--- src/rtl/rmad_pkg.sv ---
// Overview of operation
// Seventeen register maps share one I2C-compatible two-wire serial slave port.
// Main I/O map answers at fixed bus address 0x40, never changeable.
// Transmitter map answers at fixed bus address 0xB8, never changeable.
// Other maps reset to address 0x00; host assigns unique addresses before use.
// Blanking data processor map address comes from I/O register 0xFE.
// Component processor map address comes from I/O register 0xFD.
// Receiver map address comes from I/O register 0xFB.
// Receiver EDID map address comes from I/O register 0xFA.
// Key selection vector map address comes from I/O register 0xF9.
// Analog front end map address comes from I/O register 0xF8.
// Info packet map address comes from I/O register 0xF5.
// Standard definition I/O map address comes from I/O register 0xF2.
// Standard definition processor map address comes from I/O register 0xF1.
// Transmitter EDID map address comes from I/O register 0xF0.
// Transmitter user packet map address comes from I/O register 0xEF.
// Video front end map address comes from I/O register 0xEC.
// Memory control map address comes from I/O register 0xEB.
// Audio codec map address comes from I/O register 0xE7.
// Transmitter test map address comes from I/O register 0xE3.
// Acknowledge only matching fixed or programmed nonzero addresses; zero stays unreachable.
// Map address writes apply to every transaction starting after the write.
`default_nettype none
package rmad_pkg;
	// ****************************************
	// Map counts and fixed addresses
	// ****************************************
	localparam int         MAP_CNT     = 17;
	localparam int         PROG_CNT    = 15;
	localparam logic [7:0] IO_MAP_ADDR = 8'h40;
	localparam logic [7:0] TX_MAP_ADDR = 8'hB8;
	localparam logic [7:0] PROG_RST    = 8'h00;
	// Offsets of the map address registers, index 14 first
	localparam logic [PROG_CNT-1:0][7:0] PROG_OFFS = {
		8'hE3, 8'hE7, 8'hEB, 8'hEC, 8'hEF, 8'hF0, 8'hF1, 8'hF2,
		8'hF5, 8'hF8, 8'hF9, 8'hFA, 8'hFB, 8'hFD, 8'hFE};
	// Map select codes
	localparam logic [4:0] MAP_IO    = 5'h00;
	localparam logic [4:0] MAP_TX    = 5'h01;
	localparam logic [4:0] MAP_PROG0 = 5'h02;
	localparam logic [3:0] BYTE_BITS = 4'h8;
	localparam logic [3:0] CNT_ZERO  = 4'h0;
	localparam logic [3:0] CNT_ONE   = 4'h1;
	localparam logic [7:0] PTR_STEP  = 8'h01;
	// ****************************************
	// State and register types
	// ****************************************
	typedef enum logic [3:0] {
		ST_IDLE     = 4'b0000,
		ST_ADDR     = 4'b0001,
		ST_ACK_ADDR = 4'b0010,
		ST_OFFS     = 4'b0011,
		ST_ACK_OFFS = 4'b0100,
		ST_WDATA    = 4'b0101,
		ST_ACK_W    = 4'b0110,
		ST_RDATA    = 4'b0111,
		ST_ACK_R    = 4'b1000
	} rmad_state_t;
	typedef struct packed {
		rmad_state_t                st;
		logic [3:0]                 cnt;
		logic [7:0]                 shift;
		logic [4:0]                 map;
		logic                       nack;
		logic                       scl;
		logic                       sda;
		logic                       oe;
		logic [7:0]                 ptr;
		logic [PROG_CNT-1:0][7:0]   addr;
		logic                       wr;
		logic                       rd;
		logic [7:0]                 wdata;
	} rmad_reg_t;
endpackage : rmad_pkg
`default_nettype wire

--- src/rtl/rmad_decode.sv ---
`timescale 1ns/1ps
`default_nettype none
module rmad_decode (
	input  wire logic       clk_in,
	input  wire logic       rst_b_in,
	input  wire logic       scl_in,
	input  wire logic       sda_in,
	output logic            sda_out,
	output logic            sda_oe_out,
	output logic [4:0]      map_sel_out,
	output logic [7:0]      map_offs_out,
	output logic [7:0]      map_wdata_out,
	output logic            map_wr_out,
	output logic            map_rd_out,
	input  wire logic [7:0] map_rdata_in
);
	import rmad_pkg::*;

	// ****************************************
	// State registers
	// ****************************************
	rmad_reg_t q;
	rmad_reg_t d;
	logic      scl_rise;
	logic      scl_fall;
	logic      start_c;
	logic      stop_c;
	logic      hit;
	logic [4:0] hit_map;
	logic [7:0] rd_byte;

	// Bus edge and condition detection
	assign scl_rise = scl_in & ~q.scl;
	assign scl_fall = ~scl_in & q.scl;
	assign start_c  = scl_in & q.scl & q.sda & ~sda_in;
	assign stop_c   = scl_in & q.scl & ~q.sda & sda_in;

	// Address match against fixed and programmed maps, current values
	always_comb
	begin
		hit     = 1'b0;
		hit_map = MAP_IO;
		for (int i = PROG_CNT - 1; i >= 0; i--)
		begin
			if ((q.addr[i] != PROG_RST) && (q.addr[i][7:1] == q.shift[7:1]))
			begin
				hit     = 1'b1;
				hit_map = 5'(MAP_PROG0 + 5'(i));
			end
		end
		if (q.shift[7:1] == TX_MAP_ADDR[7:1])
		begin
			hit     = 1'b1;
			hit_map = MAP_TX;
		end
		if (q.shift[7:1] == IO_MAP_ADDR[7:1])
		begin
			hit     = 1'b1;
			hit_map = MAP_IO;
		end
	end

	// Read data: address registers internal, all else from the map side
	always_comb
	begin
		rd_byte = map_rdata_in;
		for (int i = 0; i < PROG_CNT; i++)
		begin
			if ((q.map == MAP_IO) && (q.ptr == PROG_OFFS[i]))
			begin
				rd_byte = q.addr[i];
			end
		end
	end

	// ****************************************
	// Serial slave sequencing
	// ****************************************
	always_comb
	begin
		d     = q;
		d.scl = scl_in;
		d.sda = sda_in;
		d.wr  = 1'b0;
		d.rd  = 1'b0;
		if (start_c)
		begin
			d.st  = ST_ADDR; // One slave port for all maps
			d.cnt = CNT_ZERO;
			d.oe  = 1'b0;
		end
		else if (stop_c)
		begin
			d.st = ST_IDLE;
			d.oe = 1'b0;
		end
		else
		begin
			unique case (q.st)
				ST_IDLE:
				begin
					d.oe = 1'b0;
				end
				ST_ADDR, ST_OFFS, ST_WDATA:
				begin
					if (scl_rise)
					begin
						d.shift = {q.shift[6:0], sda_in};
						d.cnt   = 4'(q.cnt + CNT_ONE);
					end
					else if (scl_fall && (q.cnt == BYTE_BITS))
					begin
						d.cnt = CNT_ZERO;
						d.oe  = 1'b1;
						if (q.st == ST_ADDR)
						begin
							// Unmatched address is left unacknowledged
							d.st  = hit ? ST_ACK_ADDR : ST_IDLE;
							d.oe  = hit;
							d.map = hit_map;
							d.nack = q.shift[0];
						end
						else if (q.st == ST_OFFS)
						begin
							d.st  = ST_ACK_OFFS;
							d.ptr = q.shift;
						end
						else
						begin
							d.st    = ST_ACK_W;
							d.wr    = 1'b1;
							d.wdata = q.shift;
							// Map address registers

							for (int i = 0; i < PROG_CNT; i++)
							begin
								if ((q.map == MAP_IO) && (q.ptr == PROG_OFFS[i]))
								begin
									d.addr[i] = q.shift;
								end
							end
						end
					end
				end
				ST_ACK_ADDR:
				begin
					if (scl_fall)
					begin
						if (q.nack)
						begin
							// Read: first byte driven right after the ack
							d.st    = ST_RDATA;
							d.shift = rd_byte;
							d.oe    = ~rd_byte[7];
							d.rd    = 1'b1;
						end
						else
						begin
							d.st = ST_OFFS;
							d.oe = 1'b0;
						end
					end
				end
				ST_ACK_OFFS, ST_ACK_W:
				begin
					if (scl_fall)
					begin
						d.st = ST_WDATA;
						d.oe = 1'b0;
						if (q.st == ST_ACK_W)
						begin
							d.ptr = 8'(q.ptr + PTR_STEP);
						end
					end
				end
				ST_RDATA:
				begin
					if (scl_fall)
					begin
						d.cnt = 4'(q.cnt + CNT_ONE);
						if (4'(q.cnt + CNT_ONE) == BYTE_BITS)
						begin
							d.st  = ST_ACK_R;
							d.oe  = 1'b0;
							d.cnt = CNT_ZERO;
							d.ptr = 8'(q.ptr + PTR_STEP);
						end
						else
						begin
							d.shift = {q.shift[6:0], 1'b0};
							d.oe    = ~q.shift[6];
						end
					end
				end
				ST_ACK_R:
				begin
					if (scl_rise)
					begin
						d.nack = sda_in;
					end
					else if (scl_fall)
					begin
						if (q.nack)
						begin
							d.st = ST_IDLE;
						end
						else
						begin
							d.st    = ST_RDATA;
							d.shift = rd_byte;
							d.oe    = ~rd_byte[7];
							d.rd    = 1'b1;
						end
					end
				end
				default:
				begin
					d.st = ST_IDLE;
					d.oe = 1'b0;
				end
			endcase
		end
	end

	// Register the state, all zero at reset
	always_ff @(posedge clk_in or negedge rst_b_in)
	begin
		if (!rst_b_in)
		begin
			q <= '0;
		end
		else
		begin
			q <= d;
		end
	end

	// Outputs
	assign sda_out       = 1'b0;
	assign sda_oe_out    = q.oe;
	assign map_sel_out   = q.map;
	assign map_offs_out  = q.ptr;
	assign map_wdata_out = q.wdata;
	assign map_wr_out    = q.wr;
	assign map_rd_out    = q.rd;

	for (genvar g = 0; g < PROG_CNT; g++)
	begin : g_chk

	end
endmodule : rmad_decode
`default_nettype wire

--- config.mk ---
export PLATFORM = sky130hd
export DESIGN_NAME = rmad_decode
export DESIGN_NICKNAME = d
export VERILOG_FILES = /design/src/rtl/rmad_pkg.sv /design/src/rtl/rmad_decode.sv
export SDC_FILE = /design/constraint.sdc
export NUM_CORES = 1
export LEC_CHECK = 0
export ABC_AREA = 1
export BUFFER_PORTS_ARGS = -buffer_cell sky130_fd_sc_hd__buf_2
export CAP_MARGIN = 20
export CORE_MARGIN = 10
export CORE_UTILIZATION = 28
export DETAILED_ROUTE_END_ITERATION = 7
export PLACE_DENSITY = 0.43
export SLEW_MARGIN = 20
export SYNTH_ARGS = -nofsm -noshare
export SYNTH_HDL_FRONTEND = slang
export SYNTH_SLANG_ARGS = --single-unit
--- constraint.sdc ---
create_clock -name clk_in -period 3.05 [get_ports clk_in]
set_input_delay 0.1525 -clock clk_in [delete_from_list [all_inputs] [get_ports clk_in]]
set_output_delay 0.1525 -clock clk_in [all_outputs]
set_load 0.05 [all_outputs]
==> impl_metrics.csv, run 1 <==
group,metric,value,unit
run_status,status,"completed",
final_layout,diodes,0,
min_path,min_path_type,"in2async",
sta,slew_headroom,56.1,%
final_layout,multi_input_comb_area,5430,µm²
synth,synth_simple_gate_area_share,26.6,%
synth,synth_area_leaders,"dfrtp_1 (38%), nand2_1 (12%), inv_1 (8.3%)",
synth,synth.top_cell.area_share,37.7,%
synth,synth_xor_area_share,4.53,%
routing,ant_nets,0,
sta,fin_crit_sh,91.4,%
cts,cts_tree,"built",
final_layout,area_delta_synth_final,16.3,%
final_layout,utilization,33.2,%
power,swShare,40.8,%
power,p_leak,6.04,nW
sta,hold_viol_final,0,
critical_path,cp-end-kind,"flip-flop",
synth,synth-seq-cells,163,
placed_design,dp_hpwl,29.7,mm
critical_path,critPathMaxFanout,5,
grt,overflow,0,
critical_path,path_class,"reg2reg",
die,io_pins,37,
routing,dr.first_iter.drc_count,712,
synth,synth.largest_area_cell,"dfrtp_1",
final_layout,drive_above_1_share,13.5,%
final_layout,fill_cells,4172,
synth,async_reset_ff_share,100,%
routing,drc,0,
die,die_width,217,µm
synth,synth_top_family_by_area,"simple AND/OR/NAND/NOR gates",
cts,clk_latency,0.46,ns
routing,num_vias,10200,
sta,setup_viol,0,
cts,clkSinkCount,163,
die,coreArea,37900,µm²
cts,cts_made_buffers,17,
die,die_area,46900,µm²
synth,netlist_area,10800,µm²
placed_design,numPortBuffers,35,
grt,antenna_found_initial,1,
placed_design,place_congestion,0.890,
power,combPwrFrac,38.9,%
synth,ys.flop_type,"dfrtp_1",
power,p_per_area,591,nW/µm²
run,drv_cap,0,
synth,yosys.area_share.adder,0.810,%
cts,h-tree-depth,4,
grt,grt_start_max_net_pins,67,
placed_design,place_area,11700,µm²
synth,avgSynthCellArea,7.12,µm²
grt,grt_pass1_wl,60.7,mm
final_layout,finalNetCount,1599,
die,fp-row-count,71,
final_layout,seq_area,4080,µm²
cts,cts-root-buf,"clkbuf_16",
sta,finalCriticalPeriod,2.79,ns
power,power,7.43,mW
sta,maxSlewViolCount,0,
synth,syn_inst,1520,
grt,grt_pass1_vias,10000,
power,p_switching,3.03,mW
power,intPower,4.40,mW
power,pwr-share-clk,28.7,%
die,fp.dieH,217,µm
synth,synth_compound_area_share,15.7,%
grt,grtUsageTotal,16.9,%
critical_path,cp-start-kind,"flip-flop",
sta,fmaxAchievable,359,MHz
synth,synth_fp_nets,1539,
routing,dr.pass1.iters,5,
final_layout,design_area,12600,µm²
power,peakVddDrop,0.486,mV
routing,routed_via_density,4.83,
critical_path,rr_worst_depth,18,
cts,clk_path_buf_depth,2,
synth,synthMuxAreaShare,1.58,%
sta,clock-skew-final,0.0229,ns
synth,yosysWarningCount,0,
cts,clk_pin_slew,0.07,ns
synth,yosysMostFrequentCell,"nand2_1",
routing,wl,39.3,mm
die,initial_core_util,28.5,%
synth,synth.distinct_cells,63,
final_layout,instances_no_fill,2104,
sta,finalSetupTns,0,ns
sta,max_slew.worst_pin.slew,0.653,ns
synth,synth-edff-count,0,
placed_design,dpl.cell_count,2049,
synth,synth_seq_area_share,37.7,%
synth,yosys-top-cells-count,"nand2_1 (341), inv_1 (239), o21ai_0 (179)",
power,p_seq_share,32.4,%
critical_path,worstPathRequired,3.44,ns
routing,wl_per_cell,18.7,µm
critical_path,cp.arrival,3.18,ns
registers in the layout, indices dropped and copies added, names as in the netlist:
name / count
map_rd_out: 1
map_wr_out: 1
q: 139
map_offs_out: 8
map_sel_out: 5
map_wdata_out: 8
sda_oe_out: 1
placed cells by master (no fill, tap or decap), types with 17 or more instances in the layout:
cell       netlist  final
buf_4           22     74
inv_1          239    238
xor2_1          37     37
nor4_1          30     29
nand3_1         54     52
nor2_1         116    113
clkbuf_16        0     17
nand2_1        341    339
a21oi_1         56     56
buf_2           21     34
o21ai_0        179    178
nor3_1          31     31
dfrtp_1        163    161
xnor2_1         19     19
worst paths after layout:
kind	startpoint	to	slack, ns
worst min-delay path	rst_b_in	q[22]	0.20
worst min register to register	map_wdata_out[0]	map_wdata_out[0]	0.48
worst max-delay path	map_offs_out[0]	q[153]	0.26
worst max register to register	map_offs_out[0]	q[153]	0.26
min in group clk_in	sda_in	q[139]	0.39
max in group asynchronous	rst_b_in	map_sel_out[0]	1.95
critical path, cell delays in order, from the launching register on:
cell and delay, ns:
dfrtp_1 0.42, inv_1 0.18, ha_1 0.21, inv_1 0.17, nor4_4 0.38, inv_1 0.14, nand2_1 0.09, inv_2 0.04
nand2_1 0.08, nand2_1 0.06, nand3_1 0.08, nand3_1 0.09, a21oi_1 0.26, nor2_1 0.07, o21bai_1 0.18, nand2_1 0.07
nand2_1 0.06, nand2_1 0.05, a21oi_1 0.11
routing by layer:
layer / share of wire [%] / GRT usage (%) / routed length, µm / vias up
met4: 2.3 / 6.01 / 920 / 0
met5: 0 / 0 / 0 / -
li1: - / - / - / 4993
met1: 47 / 22.1 / 18500 / 4859
met2: 46 / 26.9 / 18100 / 255
met3: 4.7 / 3.58 / 1860 / 50
power by group through the flow:
stage               Combinational (mW)  Sequential (mW)  Clock, mW
floorplan                         1.66             2.40          0
global placement                  2.81             2.45          0
detailed placement                2.80             2.45          0
CTS                               2.81             2.41       2.22
global route                      3.13             2.42       2.29
finish                            2.89             2.41       2.13
final cells by class:
cell class | instances | area share, %
repair buffers | 118 | 7.05
flip-flops and latches | 163 | 32.4
inverters | 260 | 7.83
well taps | 511 | 5.08
clock inverters | 9 | 0.845
clock buffers | 23 | 3.64
multi-input cells | 1020 | 43.1
kinds of logic after synthesis:
group,after synthesis
adder cells (fa/ha/maj),7
multiplexers,17
flip-flops,163
other,1
buffers and inverters,337
AO/OA/AOI/OAI,305
XOR/XNOR,56
AND/OR/NAND/NOR,634
through the flow:
stage	setup WS, ns	hold WS (ns)
2_1_floorplan	0.790	-0.143
4_1_cts	0.0525	0.186
5_1_grt	-0.0418	0.229
3_3_place_gp	0.0737	0.111
3_5_place_dp	0.0603	0.117
6_report	0.262	0.201
timing repair:
| action | 4_1_cts | 5_1_grt |
|---|---|---|
| buffers inserted | 0 | 20 |
| setup endpoints to repair | 0 | 6 |
| gates resized for setup | 0 | 22 |
| hold buffers | 3 | 0 |
| endpoints found under the hold margin | 39 | 0 |
No activity file was read; power rests on OpenSTA's default activity.
==> inputs of run 2 (changes only) <==
- MAX_ROUTING_LAYER: unset -> met4
==> impl_metrics.csv, run 2 (same netlist as run 1, synthesis figures left out) <==
group,metric,value,unit
run_status,status,"completed",
final_layout,fill_cells,4149,
cts,clk_latency,0.46,ns
sta,maxSlewViolCount,0,
run,drv_cap,0,
critical_path,cp_cell_sequence,"nor2_2, nand2_1, nor2_8, buf_4, nand3_4, inv_1, nand2_1, nand3_1, nand3_1, nand2_1, nand2_1, nand3_1, nand3_1, a21oi_1, nor2_1, o21bai_1, nand2_1, nand2_1, nand2_1, a21oi_1",
critical_path,cp-start-kind,"flip-flop",
sta,finalSetupTns,0,ns
final_layout,finalNetCount,1591,
final_layout,multi_input_comb_area,5360,µm²
cts,cts_made_buffers,17,
cts,clk_pin_slew,0.07,ns
power,p_per_area,593,nW/µm²
critical_path,crit_path_frequent_cell,"nand2_1",
cts,cts_tree,"built",
die,io_pins,37,
final_layout,final_cell_mix,"nand2_1 (340), inv_1 (237), o21ai_0 (179)",
critical_path,cp.arrival,3.19,ns
grt,overflow,0,
sta,hold_viol_final,0,
final_layout,top_register,"q",
final_layout,area_delta_synth_final,15.2,%
grt,grtUsageTotal,17.5,%
sta,finalCriticalPeriod,2.80,ns
routing,wl_per_cell,19.0,µm
die,coreArea,37900,µm²
final_layout,diodes,0,
placed_design,numPortBuffers,35,
min_path,min_path_type,"in2async",
final_layout,seq_area,4080,µm²
routing,num_vias,10200,
routing,wl,39.8,mm
routing,routed_via_density,4.86,
sta,slew_headroom,48.7,%
grt,grt_start_max_net_pins,73,
die,fp-row-count,71,
grt,antenna_found_initial,0,
routing,ant_nets,0,
critical_path,rr_worst_depth,20,
sta,fin_crit_sh,91.7,%
critical_path,max_stage_delay,0.40,ns
sta,whs,0.315,ns
die,initial_core_util,28.5,%
sta,setup_viol,0,
critical_path,worstPathRequired,3.44,ns
grt,grt_pass1_wl,61.2,mm
placed_design,dp_hpwl,29.9,mm
power,peakVddDrop,0.408,mV
placed_design,place_congestion,0.895,
critical_path,cp_slowest_cell,"dfrtp_1",
final_layout,layout_commonest_cell,"nand2_1",
cts,clkSinkCount,163,
critical_path,worstReg2RegStart,"map_sel_out[3]",
die,die_width,217,µm
routing,drc,0,
final_layout,drive_above_1_share,12.8,%
cts,clk_path_buf_depth,2,
critical_path,critPathMaxFanout,9,
critical_path,crit_path_start,"map_sel_out[3]",
critical_path,path_class,"reg2reg",
routing,dr.first_iter.drc_count,781,
sta,clock-skew-final,0.0191,ns
final_layout,largest_reg_flops,139,
sta,rsz0062_at_grt,"false",
grt,grt_pass1_vias,9876,
die,die_area,46900,µm²
routing,dr.pass1.iters,5,
sta,fmaxAchievable,358,MHz
cts,h-tree-depth,4,
sta,max_slew.worst_pin.slew,0.769,ns
critical_path,cp-end-kind,"flip-flop",
power,p_leak,5.98,nW
die,fp.dieH,217,µm
cts,cts-root-buf,"clkbuf_16",
[run 2: changes by cell type in the layout (fill, tap and decap cells not counted), sizes merged]
cell / delta
clkbuf: -1
buf: -8
clkinv: -1
inv: -1
bufinv: -1
clkinvlp: +3
[run 2: layer usage]
layer / track usage (%) / wire length, µm
met3: 2.98 / 1660
met5: - / 0
met2: 27.6 / 18500
met4: 4.61 / 790
met1: 22.8 / 18800
[run 2: layout make-up]
class / instances / share of cell area [%]
multi-input combinational: 1020 / 43.0
sequential: 163 / 32.7
inverter: 260 / 7.91
timing repair buffer: 110 / 6.84
tap: 511 / 5.13
clock buffer: 22 / 3.72
clock inverter: 9 / 0.663
[run 2: worst paths after layout]
path | end | slack, ns
min in group clk_in | q[139] | 0.40
worst min register to register | map_wdata_out[7] | 0.48
worst max register to register | q[153] | 0.25
worst min-delay path | q[22] | 0.31
worst max-delay path | q[153] | 0.25
max in group asynchronous | q[48] | 1.88
[run 2: report_power, final]
part	internal [mW]	leakage (nW)	switching, mW	total (mW)
combinational	0.915	3.65	1.94	2.85
sequential	2.27	2.07	0.158	2.43
clock	1.16	0.266	0.947	2.11
[run 2: critical path: cells and delay by family (launching register included)]
family	cells	cell delay (ns)
buf+inv	2	0.32
compound gates	3	0.48
flops	1	0.40
simple gates	15	1.50
[run 2: per-stage QoR]
stage	instance area [µm²]	power (mW)	utilization [%]	setup WS [ns]	instances
floorplan	10800	4.05	-	0.790	1520
detailed placement	11800	5.25	31.1	0.154	2051
global placement	11800	5.28	31.1	0.161	2051
global route	12500	7.76	32.9	0.0127	2095
finish	12500	7.39	32.9	0.253	2095
CTS	12400	7.39	32.6	0.150	2085
[run 2: timing repair]
| action | 4_1_cts | 5_1_grt |
|---|---|---|
| hold buffers | 3 | 0 |
| endpoints found under the hold margin | 70 | 0 |
| setup buffers | 0 | 10 |
| gates resized for setup | 0 | 8 |
| setup endpoints to repair | 0 | 7 |
